`src/hw/gpio_pkg.sv`:
```
package gpio_pkg;
  // ==========================================================
  // Geometry
  localparam int PORT_WIDTH = 8;
  localparam int PORT_COUNT = 5;
  // Port indices
  localparam int SECOND_PORT = 0;
  localparam int THIRD_PORT = 1;
  localparam int FOURTH_PORT = 2;
  localparam int FIFTH_PORT = 3;
  localparam int SHARED_PORT = 4;
  // ==========================================================
  // Bonded pin masks per port
  localparam logic [7:0] SECOND_BONDED = 8'hff;
  localparam logic [7:0] THIRD_BONDED = 8'hc0;
  localparam logic [7:0] FOURTH_BONDED = 8'hff;
  localparam logic [7:0] FIFTH_BONDED = 8'h44;
  localparam logic [7:0] SHARED_BONDED = 8'hf3;
  // Test-interface bits of the shared port
  localparam int SHARED_BIT_SEVEN = 7;
  localparam int SHARED_BIT_FIVE = 5;
  localparam int SHARED_BIT_FOUR = 4;
  localparam logic [7:0] TEST_PULLUP_MASK = 8'hb0;
  // ==========================================================
  // Register map: one 16-byte block per port
  localparam logic [31:0] PORT_STRIDE = 32'h0000_0010;
  localparam logic [3:0] DIR_OFFSET = 4'h0;
  localparam logic [3:0] OUT_OFFSET = 4'h4;
  localparam logic [3:0] PULLUP_OFFSET = 4'h8;
  localparam logic [3:0] PIN_OFFSET = 4'hc;
  localparam logic [31:0] MAP_LIMIT = 32'h0000_0050;
  // Reset values
  localparam logic [7:0] DIR_RESET = 8'h00;
  localparam logic [7:0] OUT_RESET = 8'h00;
  localparam logic [7:0] PULLUP_RESET = 8'h00;
  // AHB encodings
  localparam logic [1:0] HTRANS_NONSEQ = 2'h2;
  localparam logic [1:0] HTRANS_SEQ = 2'h3;
  localparam logic [2:0] HSIZE_WORD = 3'h2;
  localparam logic HRESP_OKAY = 1'h0;
endpackage : gpio_pkg

```
`src/hw/port_ctrl_if.sv`:
```
`timescale 1ns/1ps
// ==========================================================
// Control and readback of one port between the bus side and a port slice
interface port_ctrl_if;
  logic [7:0] dir;
  logic [7:0] out;
  logic [7:0] pullup_sel;
  logic [7:0] sync_in;
  modport ctrl (output dir, output out, output pullup_sel, input sync_in);
  modport slice (input dir, input out, input pullup_sel, output sync_in);
endinterface : port_ctrl_if

```
`src/hw/gpio_port_slice.sv`:
```
`timescale 1ns/1ps
// ==========================================================
// One 8-bit port: pin drive, pull-up and input synchroniser
module gpio_port_slice
  import gpio_pkg::*;
#(
  parameter logic [7:0] BONDED = 8'hff
) (
  // Clock and reset
  input wire logic clk,
  input wire logic rst,
  // Register side
  port_ctrl_if.slice ctrl,
  // Peripheral override
  input wire logic [7:0] alt_en,
  input wire logic [7:0] alt_out,
  input wire logic [7:0] alt_oe,
  // Analog use and forced pull-ups
  input wire logic [7:0] analog_used,
  input wire logic [7:0] force_pullup,
  // Pin side
  input wire logic [7:0] pin_in,
  output logic [7:0] pin_out,
  output logic [7:0] pin_oe,
  output logic [7:0] pin_pullup
);
  // ==========================================================
  // Signals
  logic [7:0] sync1_reg, sync1_next; // First stage, read only by second
  logic [7:0] sync2_reg, sync2_next; // Stable input sample
  logic [7:0] eff_oe; // Direction after override
  logic [7:0] eff_out; // Value after override
  logic [7:0] digital; // Bonded and not claimed by converter

  // ==========================================================
  // Drive selection
  always_comb begin
    eff_oe = (alt_en & alt_oe) | (~alt_en & ctrl.dir);
    eff_out = (alt_en & alt_out) | (~alt_en & ctrl.out);
    digital = BONDED & ~analog_used;
    // Reset releases drive without any clock edge
    pin_oe = eff_oe & digital & {8{~rst}};
    pin_out = eff_out & pin_oe;
    // Pull-up only on inputs that select it; test bits forced
    pin_pullup = (~eff_oe & ctrl.pullup_sel & digital & {8{~rst}})
      | force_pullup;
  end

  // Synchroniser next values
  always_comb begin
    sync1_next = pin_in & BONDED;
    sync2_next = sync1_reg;
  end

  // Synchroniser registers
  always_ff @(posedge clk) begin
    if (rst) begin
      sync1_reg <= 8'h00;
      sync2_reg <= 8'h00;
    end else begin
      sync1_reg <= sync1_next;
      sync2_reg <= sync2_next;
    end
  end

  // Converter channels read as zero on the digital side
  assign ctrl.sync_in = sync2_reg & ~analog_used;
endmodule : gpio_port_slice

```
`src/hw/multi_port_gpio.sv`:
```
`timescale 1ns/1ps
// Contract
// - Every port bit independently input or output
// - Per-bit software switchable pull-up on pins
// - Reset tristates all pins without a clock
// - Third port bonds only bits 6, 7
// - Fifth port bonds only bits 2, 6
// - Shared port lacks pins 2 and 3
// - Shared pins digital only while their own converter channel is unused
// - Test enable forces pull-ups on 7,5,4
// - Peripheral function overrides plain pin control
module multi_port_gpio
  import gpio_pkg::*;
(
  // Clock and reset
  input wire logic CLK,
  input wire logic RST,
  // AHB-Lite slave
  input wire logic HSEL,
  input wire logic [31:0] HADDR,
  input wire logic [1:0] HTRANS,
  input wire logic HWRITE,
  input wire logic [2:0] HSIZE,
  input wire logic [31:0] HWDATA,
  input wire logic HREADY,
  output logic [31:0] HRDATA,
  output logic HREADYOUT,
  output logic HRESP,
  // Second port pins
  input wire logic [7:0] SECOND_PORT_PINS_IN,
  output logic [7:0] SECOND_PORT_PINS_OUT,
  output logic [7:0] SECOND_PORT_PINS_OE,
  output logic [7:0] SECOND_PORT_PINS_PULLUP,
  // Third port pins
  input wire logic [7:0] THIRD_PORT_PINS_IN,
  output logic [7:0] THIRD_PORT_PINS_OUT,
  output logic [7:0] THIRD_PORT_PINS_OE,
  output logic [7:0] THIRD_PORT_PINS_PULLUP,
  // Fourth port pins
  input wire logic [7:0] FOURTH_PORT_PINS_IN,
  output logic [7:0] FOURTH_PORT_PINS_OUT,
  output logic [7:0] FOURTH_PORT_PINS_OE,
  output logic [7:0] FOURTH_PORT_PINS_PULLUP,
  // Fifth port pins
  input wire logic [7:0] FIFTH_PORT_PINS_IN,
  output logic [7:0] FIFTH_PORT_PINS_OUT,
  output logic [7:0] FIFTH_PORT_PINS_OE,
  output logic [7:0] FIFTH_PORT_PINS_PULLUP,
  // Converter-shared port pins
  input wire logic [7:0] SHARED_PORT_PINS_IN,
  output logic [7:0] SHARED_PORT_PINS_OUT,
  output logic [7:0] SHARED_PORT_PINS_OE,
  output logic [7:0] SHARED_PORT_PINS_PULLUP,
  // Converter and test interface status
  input wire logic [7:0] ADC_CHANNEL_USED,
  input wire logic TEST_PORT_ENABLE,
  // Peripheral override, 8 bits per port, second port lowest
  input wire logic [39:0] ALT_ENABLE,
  input wire logic [39:0] ALT_OUT,
  input wire logic [39:0] ALT_OE,
  // Synchronised pin levels for peripherals
  output logic [39:0] PORT_SYNC
);
  // ==========================================================
  // Address decode helpers
  // Port index of a byte address
  function automatic logic [2:0] port_of(input logic [31:0] addr);
    logic [31:0] idx;
    idx = addr / PORT_STRIDE;
    port_of = idx[2:0];
  endfunction : port_of

  // Register field within the port block
  function automatic logic [3:0] field_of(input logic [31:0] addr);
    field_of = addr[3:0];
  endfunction : field_of

  // Address inside the mapped port blocks
  function automatic logic in_map(input logic [31:0] addr);
    in_map = addr < MAP_LIMIT;
  endfunction : in_map

  // Register byte widened to a bus word
  function automatic logic [31:0] widen(input logic [7:0] val);
    widen = {24'h00_0000, val};
  endfunction : widen

  // ==========================================================
  // Registers
  // Port registers
  logic [7:0] dir_reg [PORT_COUNT]; // Direction per bit
  logic [7:0] dir_next [PORT_COUNT];
  logic [7:0] out_reg [PORT_COUNT]; // Output value per bit
  logic [7:0] out_next [PORT_COUNT];
  logic [7:0] pullup_reg [PORT_COUNT]; // Pull-up select per bit
  logic [7:0] pullup_next [PORT_COUNT];
  // Bus state
  logic wr_pend_reg, wr_pend_next; // Write data phase pending
  logic [31:0] wr_addr_reg, wr_addr_next; // Write target
  logic [31:0] rdata_reg, rdata_next; // Read data for data phase
  // Port-side wiring
  logic [7:0] sync_in [PORT_COUNT]; // Synchronised inputs
  logic addr_phase; // Valid transfer sampled
  logic [7:0] test_force; // Forced pull-ups on shared port

  // ==========================================================
  // Port slice instances
  port_ctrl_if ctrl_bus [PORT_COUNT] ();

  // Second port
  gpio_port_slice #(.BONDED(SECOND_BONDED)) u_second (
    .clk(CLK),
    .rst(RST),
    .ctrl(ctrl_bus[SECOND_PORT]),
    .alt_en(ALT_ENABLE[7:0]),
    .alt_out(ALT_OUT[7:0]),
    .alt_oe(ALT_OE[7:0]),
    .analog_used(8'h00),
    .force_pullup(8'h00),
    .pin_in(SECOND_PORT_PINS_IN),
    .pin_out(SECOND_PORT_PINS_OUT),
    .pin_oe(SECOND_PORT_PINS_OE),
    .pin_pullup(SECOND_PORT_PINS_PULLUP)
  );

  // Third port, two bonded bits
  gpio_port_slice #(.BONDED(THIRD_BONDED)) u_third (
    .clk(CLK),
    .rst(RST),
    .ctrl(ctrl_bus[THIRD_PORT]),
    .alt_en(ALT_ENABLE[15:8]),
    .alt_out(ALT_OUT[15:8]),
    .alt_oe(ALT_OE[15:8]),
    .analog_used(8'h00),
    .force_pullup(8'h00),
    .pin_in(THIRD_PORT_PINS_IN),
    .pin_out(THIRD_PORT_PINS_OUT),
    .pin_oe(THIRD_PORT_PINS_OE),
    .pin_pullup(THIRD_PORT_PINS_PULLUP)
  );

  // Fourth port
  gpio_port_slice #(.BONDED(FOURTH_BONDED)) u_fourth (
    .clk(CLK),
    .rst(RST),
    .ctrl(ctrl_bus[FOURTH_PORT]),
    .alt_en(ALT_ENABLE[23:16]),
    .alt_out(ALT_OUT[23:16]),
    .alt_oe(ALT_OE[23:16]),
    .analog_used(8'h00),
    .force_pullup(8'h00),
    .pin_in(FOURTH_PORT_PINS_IN),
    .pin_out(FOURTH_PORT_PINS_OUT),
    .pin_oe(FOURTH_PORT_PINS_OE),
    .pin_pullup(FOURTH_PORT_PINS_PULLUP)
  );

  // Fifth port, two bonded bits
  gpio_port_slice #(.BONDED(FIFTH_BONDED)) u_fifth (
    .clk(CLK),
    .rst(RST),
    .ctrl(ctrl_bus[FIFTH_PORT]),
    .alt_en(ALT_ENABLE[31:24]),
    .alt_out(ALT_OUT[31:24]),
    .alt_oe(ALT_OE[31:24]),
    .analog_used(8'h00),
    .force_pullup(8'h00),
    .pin_in(FIFTH_PORT_PINS_IN),
    .pin_out(FIFTH_PORT_PINS_OUT),
    .pin_oe(FIFTH_PORT_PINS_OE),
    .pin_pullup(FIFTH_PORT_PINS_PULLUP)
  );

  // Converter-shared port
  gpio_port_slice #(.BONDED(SHARED_BONDED)) u_shared (
    .clk(CLK),
    .rst(RST),
    .ctrl(ctrl_bus[SHARED_PORT]),
    .alt_en(ALT_ENABLE[39:32]),
    .alt_out(ALT_OUT[39:32]),
    .alt_oe(ALT_OE[39:32]),
    // Converter claims and test force reach only this port
    .analog_used(ADC_CHANNEL_USED & SHARED_BONDED),
    .force_pullup(test_force),
    .pin_in(SHARED_PORT_PINS_IN),
    .pin_out(SHARED_PORT_PINS_OUT),
    .pin_oe(SHARED_PORT_PINS_OE),
    .pin_pullup(SHARED_PORT_PINS_PULLUP)
  );

  // ==========================================================
  // Test pull-ups stay on through reset, no clock involved
  assign test_force = TEST_PORT_ENABLE ? TEST_PULLUP_MASK : 8'h00;

  // ==========================================================
  // Hook register arrays onto the slices
  for (genvar p = 0; p < PORT_COUNT; p++) begin : g_hook
    assign ctrl_bus[p].dir = dir_reg[p];
    assign ctrl_bus[p].out = out_reg[p];
    assign ctrl_bus[p].pullup_sel = pullup_reg[p];
    assign sync_in[p] = ctrl_bus[p].sync_in;
    assign PORT_SYNC[p*8 +: 8] = sync_in[p];
  end

  // ==========================================================
  // Bus slave: zero wait states, always OKAY
  assign HREADYOUT = 1'b1;
  assign HRESP = HRESP_OKAY;
  // Read data from a flop, standing through the data phase
  assign HRDATA = rdata_reg;
  // Transfer taken when selected, ready and NONSEQ or SEQ
  assign addr_phase = HSEL && HREADY
    && (HTRANS == HTRANS_NONSEQ || HTRANS == HTRANS_SEQ);

  // ==========================================================
  // Next values of bus state and port registers
  always_comb begin
    logic [2:0] wp;
    logic [3:0] wf;
    logic [2:0] rp;
    logic [3:0] rf;
    // Decode write target and read source
    wp = port_of(wr_addr_reg);
    wf = field_of(wr_addr_reg);
    rp = port_of(HADDR);
    rf = field_of(HADDR);
    // Hold registers unless a write lands
    dir_next = dir_reg;
    out_next = out_reg;
    pullup_next = pullup_reg;
    // Bus state follows the address phase
    wr_pend_next = addr_phase && HWRITE;
    wr_addr_next = addr_phase ? HADDR : wr_addr_reg;
    rdata_next = 32'h0000_0000;
    // Write data phase lands in the addressed register
    if (wr_pend_reg && in_map(wr_addr_reg)) begin
      unique case (wf)
        DIR_OFFSET: begin
          // Direction, 1 drives the pin
          dir_next[wp] = HWDATA[7:0];
        end
        OUT_OFFSET: begin
          // Value driven on outputs
          out_next[wp] = HWDATA[7:0];
        end
        PULLUP_OFFSET: begin
          // Pull-up select for inputs
          pullup_next[wp] = HWDATA[7:0];
        end
        default: begin
          // Pin readback and holes ignore writes
        end
      endcase
    end
    // Read data sampled in the address phase
    if (addr_phase && !HWRITE && in_map(HADDR)) begin
      unique case (rf)
        DIR_OFFSET: begin
          // Next value, so a write just before reads back
          rdata_next = widen(dir_next[rp]);
        end
        OUT_OFFSET: begin
          // Output value register
          rdata_next = widen(out_next[rp]);
        end
        PULLUP_OFFSET: begin
          // Pull-up select register
          rdata_next = widen(pullup_next[rp]);
        end
        PIN_OFFSET: begin
          // Synchronised pin levels
          rdata_next = widen(sync_in[rp]);
        end
        default: begin
          rdata_next = 32'h0000_0000;
        end
      endcase
    end
  end

  // ==========================================================
  // Register update
  always_ff @(posedge CLK) begin
    if (RST) begin
      // Port registers to their defaults
      for (int p = 0; p < PORT_COUNT; p++) begin
        dir_reg[p] <= DIR_RESET;
        out_reg[p] <= OUT_RESET;
        pullup_reg[p] <= PULLUP_RESET;
      end
      // Bus state idle
      wr_pend_reg <= 1'b0;
      wr_addr_reg <= 32'h0000_0000;
      rdata_reg <= 32'h0000_0000;
    end else begin
      // Capture next values
      dir_reg <= dir_next;
      out_reg <= out_next;
      pullup_reg <= pullup_next;
      wr_pend_reg <= wr_pend_next;
      wr_addr_reg <= wr_addr_next;
      rdata_reg <= rdata_next;
    end
  end
endmodule : multi_port_gpio

```
`config.mk`:
```
export PLATFORM = sky130hd
export DESIGN_NAME = multi_port_gpio
export DESIGN_NICKNAME = d
export VERILOG_FILES = /design/src/hw/gpio_pkg.sv /design/src/hw/port_ctrl_if.sv /design/src/hw/gpio_port_slice.sv /design/src/hw/multi_port_gpio.sv
export SDC_FILE = /design/constraint.sdc
export NUM_CORES = 1
export LEC_CHECK = 0
export BUFFER_PORTS_ARGS = -buffer_cell sky130_fd_sc_hd__clkbuf_2
export CORE_MARGIN = 8
export CORE_UTILIZATION = 41
export DETAILED_ROUTE_END_ITERATION = 8
export MAX_ROUTING_LAYER = met4
export PLACE_DENSITY_LB_ADDON = 0.08
export SLEW_MARGIN = 30
export SYNTH_ARGS = -nofsm -noshare
export SYNTH_HDL_FRONTEND = slang
export SYNTH_HIERARCHICAL = 1
export SYNTH_SLANG_ARGS = --single-unit
```
`constraint.sdc`:
```
create_clock -name CLK -period 7.3 [get_ports CLK]
set_clock_uncertainty 0.15 [all_clocks]
set_input_delay 0.73 -clock CLK [delete_from_list [all_inputs] [get_ports CLK]]
set_output_delay 0.73 -clock CLK [all_outputs]
set_load 0.01 [all_outputs]
```
### After elaboration in Yosys (flattened, before gate mapping)

Cells that the tools add are included.

* flip-flop bits (word level): 265
* input port bits: 243
* word-level logic and storage cells: 149

* magnitude comparators: 5
* equality and inequality tests: 7
* mux-type cells: 25
* bitwise logic cells: 69
* reduce and logical (&&, ||, !) cells: 12

Operators by type and width (number)
* $and A8 B8 Y8: 38
* $mux W40: 6
* $bwmux W40: 3
* $bmux W8 S3: 4
* $mux W8: 10
* $not A8 Y8: 10
* $or A8 B8 Y8: 10
* $lt A32 B7 Y1 const B: 2
* $pmux W8 S4: 1
* $demux W8 S3: 1
* $and A7 B7 Y7: 3
* $and A7 B8 Y8: 2
* $eq A4 B4 Y1 const B: 3
* $eq A4 B3 Y1 const B: 2
* $ge A4 B4 Y1 const B: 2
* $logic_not A4 Y1: 2
* $not A3 Y4: 2
* $logic_and A1 B1 Y1: 7
* $not A7 Y7: 1
* $or A7 B7 Y7: 1
* $eq A2 B2 Y1 const B: 2
* $lt A4 B1 Y1 const B: 1
* $not A1 Y1: 2
* $reduce_or A2 Y1: 1
* 2 further kinds: 2

### Logic depth before layout (Yosys ltp)

* depth after elaboration: 12
* mapped depth: 11
* depth with buffers taken out: 8

### By module

Netlist, hierarchy kept.

By module, submodules not included
* multi_port_gpio: times used 1, cells an instance 814, area an instance 7558.5 um2, seq. area each 3223.1 um2
* gpio_port_slice at u_fourth ...: times used 2, cells an instance 92, area an instance 895.9 um2, seq. area each 320.3 um2
* gpio_port_slice at u_fifth ...: times used 2, cells an instance 48, area an instance 406.6 um2, seq. area each 80.1 um2
* gpio_port_slice at u_shared: times used 1, cells an instance 78, area an instance 734.5 um2, seq. area each 240.2 um2

### Worst setup path after synthesis

OpenSTA, ideal clock, no wires.

* path type: input-to-reg
* start: input port HADDR[4]
* end: register rdata_reg[7] (netlist: HRDATA[7])
* arrival: 2695 ps
* data required time: 7025 ps
* setup slack: 4329 ps
* stages on the path: 7
* path buffers: 5
* cells stage by stage: buf_2 > buf_2 > buf_2 > buf_1 > clkbuf_1 > a21oi_1 > o41a_1

* cells in the longest elaborated chain, start to end: 5
* elaborated cells between the ends (all ways): 18

RTL lines
* start, declared: RTL line multi_port_gpio.sv:20 `input wire logic [31:0] HADDR,`
* parallel branches: the longest is 5 deep, another holds $lt A32 B7 Y1
* end signal, assigned: RTL line multi_port_gpio.sv:302 `rdata_reg <= rdata_next;`
* end, declared: RTL line multi_port_gpio.sv:100 `logic [31:0] rdata_reg, rdata_next;`

Several ways; the timed one is not identified. The select of a mux whose other input is x is not followed.
A chain may end at the register's enable or synchronous reset.

### Final worst setup path

* start: register wr_addr_reg[15]
* end: register rdata_reg[3] (netlist: HRDATA[3])

* cells in the longest elaborated chain, start to end: 7
* elaborated cells between the ends (all ways): 15

RTL lines
* start, declared: RTL line multi_port_gpio.sv:99 `logic [31:0] wr_addr_reg, wr_addr_next;`
* start signal, assigned: RTL line multi_port_gpio.sv:301 `wr_addr_reg <= wr_addr_next;`
* $lt A32 B7 Y1 (*): RTL line multi_port_gpio.sv:80 `in_map = addr < MAP_LIMIT;`
* $logic_and A1 B1 Y1 (*): RTL line multi_port_gpio.sv:236 `if (wr_pend_reg && in_map(wr_addr_reg)) begin`
* $mux W40: RTL line multi_port_gpio.sv:236
* $bmux W8 S3 (on tied branches): RTL line multi_port_gpio.sv:268, multi_port_gpio.sv:260, multi_port_gpio.sv:264
* $mux W8 (on tied branches) (2 in series): RTL line multi_port_gpio.sv:268, multi_port_gpio.sv:260, multi_port_gpio.sv:264
* $pmux W8 S4 (*): RTL line multi_port_gpio.sv:257 `unique case (rf)`

Every way passes the cells marked *; elsewhere a longest branch is shown, timed or not. The select of a mux whose other input is x is not followed.

==> reports/qor.yml <==
status: "finished clean"
max_slew_margin_pct: 37.2
clk_pin_slew_ns: 0.06
start_util_pct: 41.8
post-place-cells: 1808
n_antenna_cell: 0
min_period_ns: 4.00
critPathMaxFanout: 13
cts.sinks: 213
remaining_drc_errors: 0
core_area_um2: 26100
whs_ns: 0.271
synth_edf_count: 0
drive_gt1_share_pct: 24.6
arrival_ns: 4.22
grt_pass1_vias: 9023
synthDistinctLibCells: 57
cellInternalPower_mw: 2.02
die_w_um: 179
setup_violations: 0
worstSkewPairLatency_ns: 0.52
min_path_type: "in2reg"
grt_util_all_layers_pct: 20.9
cts_root_buffer: "clkbuf_16"
finalNonFillerCells: 1849
max_freq_ghz: 0.250
htree_levels: 1
crit_required_ns: 7.53
r2r_cells: 8
dr.first_iter.drc_count: 447
cts_setup_buffers: 0
r2r-end: "HRDATA[3]$_SDFF_PP0_"
seq_power_share_pct: 44.6
cts_max_path_buffers: 3
die-area_um2: 32100
p_comb_share_pct: 10.4
cp-end-kind: "flop"
num_vias: 9040
power.switching_mw: 0.648
die_h_um: 179
cap_violations: 0
pwr-share-clk_pct: 45.0
final_nets: 1742
postSynthAreaPerCell_um2: 9.30
antenna_found_initial: 0
reg2reg_from: "wr_addr_reg[15]$_SDFFE_PP0P_"
cts_tree: "done"
grt_overflow: 0
syn_to_final_growth_pct: 21.8
viasPerCell: 4.89
wl_um: 33900
rows: 59
min_to: "u_fifth/sync1_reg[6]$_SDFF_PP0_"
ir_drop_v: 0.000171
min_period_over_period_pct: 54.7
crit_type: "reg2reg"
postSynth.asyncResetShare_pct: 0
netSwitchingFraction_pct: 24.3
maxSlewViolCount: 0
n_fill_cell: 2591
wl_per_cell_um: 18.3
port_buffers: 268
ys_seq_area_share_pct: 39.1
io_pins: 437
netlist_instances: 1172
tns_ns: 0
place_congestion: 0.845
cts.repair.resized: 0
powerDensity_nw_per_um2: 201
cts_buffers: 24
start_kind: "flop"
dp_hpwl_um: 25300
holdPathStages: 2
synthesis.area_um2: 10900
cts.hold.buffers_added: 0
hold_violations: 0
synth_flop_cell: "dfxtp_1"
rsz0062_at_grt: "no"
ys_warn_count: 6
min-delay-start: "FIFTH_PORT_PINS_IN[6]"
reg2reg_slack_ns: 3.30
firstDrtPassIters: 5
ant_nets: 0
synth_seq_cells: 213
grt_start_max_net_pins: 137
worstMarginPinSlew_ns: 0.935
p_leak_nw: 6.07
grt_pass1_wl_um: 50600
==> layer usage <==
| layer | part of all wire [%] | up-vias | track usage, % |
|---|---|---|---|
| met3 | 7.2 | 46 | 3.96 |
| li1 | - | 4496 | - |
| met2 | 50 | 289 | 35.6 |
| met1 | 41 | 4209 | 25.1 |
| met4 | 2.0 | 0 | 4.89 |
| met5 | 0 | - | - |
==> synthesized netlist by cell type, types with 2 or more instances <==
cell	count	area share (%)
a31oi_1	9	0.52
nand3_1	17	0.78
dfxtp_1	213	39
nor4_2	26	3.0
buf_2	22	1.0
buf_1	5	0.17
o221ai_1	2	0.16
buf_4	87	6.0
a22oi_1	3	0.21
or3_1	10	0.57
nor3_4	3	0.45
nor3b_1	2	0.14
a211oi_1	7	0.48
nor2_1	163	5.6
nor4b_2	2	0.28
mux4_2	18	3.7
o21ai_0	2	0.092
o22ai_1	10	0.57
nor3_1	32	1.5
mux2i_1	185	17
o41a_1	6	0.62
nand2_1	80	2.8
nor4_1	12	0.69
clkbuf_1	43	1.5
a221o_1	4	0.37
nor2b_1	95	5.5
o211ai_1	2	0.14
nand4_1	4	0.23
a221oi_1	2	0.16
or4_1	2	0.14
a21oi_1	40	1.8
a31o_1	26	2.1
or2_2	3	0.17
conb_1	5	0.17
and2_1	2	0.11
mux2_2	3	0.31
inv_1	5	0.17
==> how the worst max path moves through the flow <==
stage                                 start                    to  slack, ns  cells past startpoint
6_report       wr_addr_reg[15]$_SDFFE_PP0P_  HRDATA[3]$_SDFF_PP0_       3.30                      8
3_5_place_dp   wr_addr_reg[15]$_SDFFE_PP0P_  HRDATA[7]$_SDFF_PP0_       3.32                      8
5_1_grt        wr_addr_reg[15]$_SDFFE_PP0P_  HRDATA[0]$_SDFF_PP0_       3.14                      8
3_3_place_gp   wr_addr_reg[15]$_SDFFE_PP0P_  HRDATA[3]$_SDFF_PP0_       3.36                      8
2_1_floorplan                      HADDR[4]  HRDATA[7]$_SDFF_PP0_       4.33                      7
4_1_cts        wr_addr_reg[15]$_SDFFE_PP0P_  HRDATA[3]$_SDFF_PP0_       3.29                      8
==> layout make-up <==
type | count | area (um^2) | area share, %
inverters | 5 | 18.8 | 0.141
clock buffers | 38 | 714 | 5.38
flip-flops and latches | 213 | 4260 | 32.1
repair buffers | 279 | 1450 | 10.9
well taps | 335 | 419 | 3.16
clock inverters | 3 | 65.1 | 0.490
multi-input cells | 976 | 6340 | 47.8
==> power by group through the flow <==
stage	clock (mW)	sequential, mW	combinational (mW)
final	1.20	1.19	0.276
after global routing	1.28	1.19	0.305
after CTS	1.23	1.19	0.275
after detailed placement	0	1.21	0.275
after global placement	0	1.21	0.273
after floorplan	0	1.21	0.203
==> worst max-delay path: stages, from the launching register on <==
cell	delay (ns)
dfxtp_1	0.31
nor4_1	0.38
nand4_1	0.68
or3_1	0.91
mux2i_1	0.38
mux2i_1	0.12
a221oi_1	0.41
a21oi_1	0.11
o41a_1	0.40
==> cell usage in the layout (no fill, tap or decap), types with 4 or more instances in the layout <==
master,n
conb_1,185
buf_4,10
nand3_1,17
o41a_1,6
dfxtp_1,213
inv_1,5
clkbuf_8,4
a211oi_1,7
nor3_1,31
nand4_1,4
clkbuf_16,25
nor4_2,26
clkbuf_2,267
nor2b_1,95
o22ai_1,10
clkbuf_1,9
or3_1,10
a31oi_1,9
nand2_1,80
a21oi_1,40
mux2i_1,185
nor4_1,12
a31o_1,26
nor2_1,163
mux4_2,18
a221o_1,4
==> through the flow <==
| step | setup WS, ns | power, mW | utilization [%] | area [um^2] |
|---|---|---|---|---|
| after floorplan | 4.33 | 1.42 | - | 11600 |
| after global placement | 3.36 | 1.49 | 47.9 | 12500 |
| after detailed placement | 3.32 | 1.49 | 47.9 | 12500 |
| after CTS | 3.29 | 2.70 | 50.9 | 13300 |
| after global routing | 3.14 | 2.78 | 50.9 | 13300 |
| final | 3.30 | 2.66 | 50.9 | 13300 |
==> logic make-up after synthesis <==
logic type,count (synthesis),synth area share [%]
simple gates,461,22.5
flops,213,39.1
mux,207,21.2
buf+inv,163,8.93
compound gates,122,7.98
other cells,5,0.172
xor+xnor,1,0.0804
No activity file was read; power rests on OpenSTA's default activity.
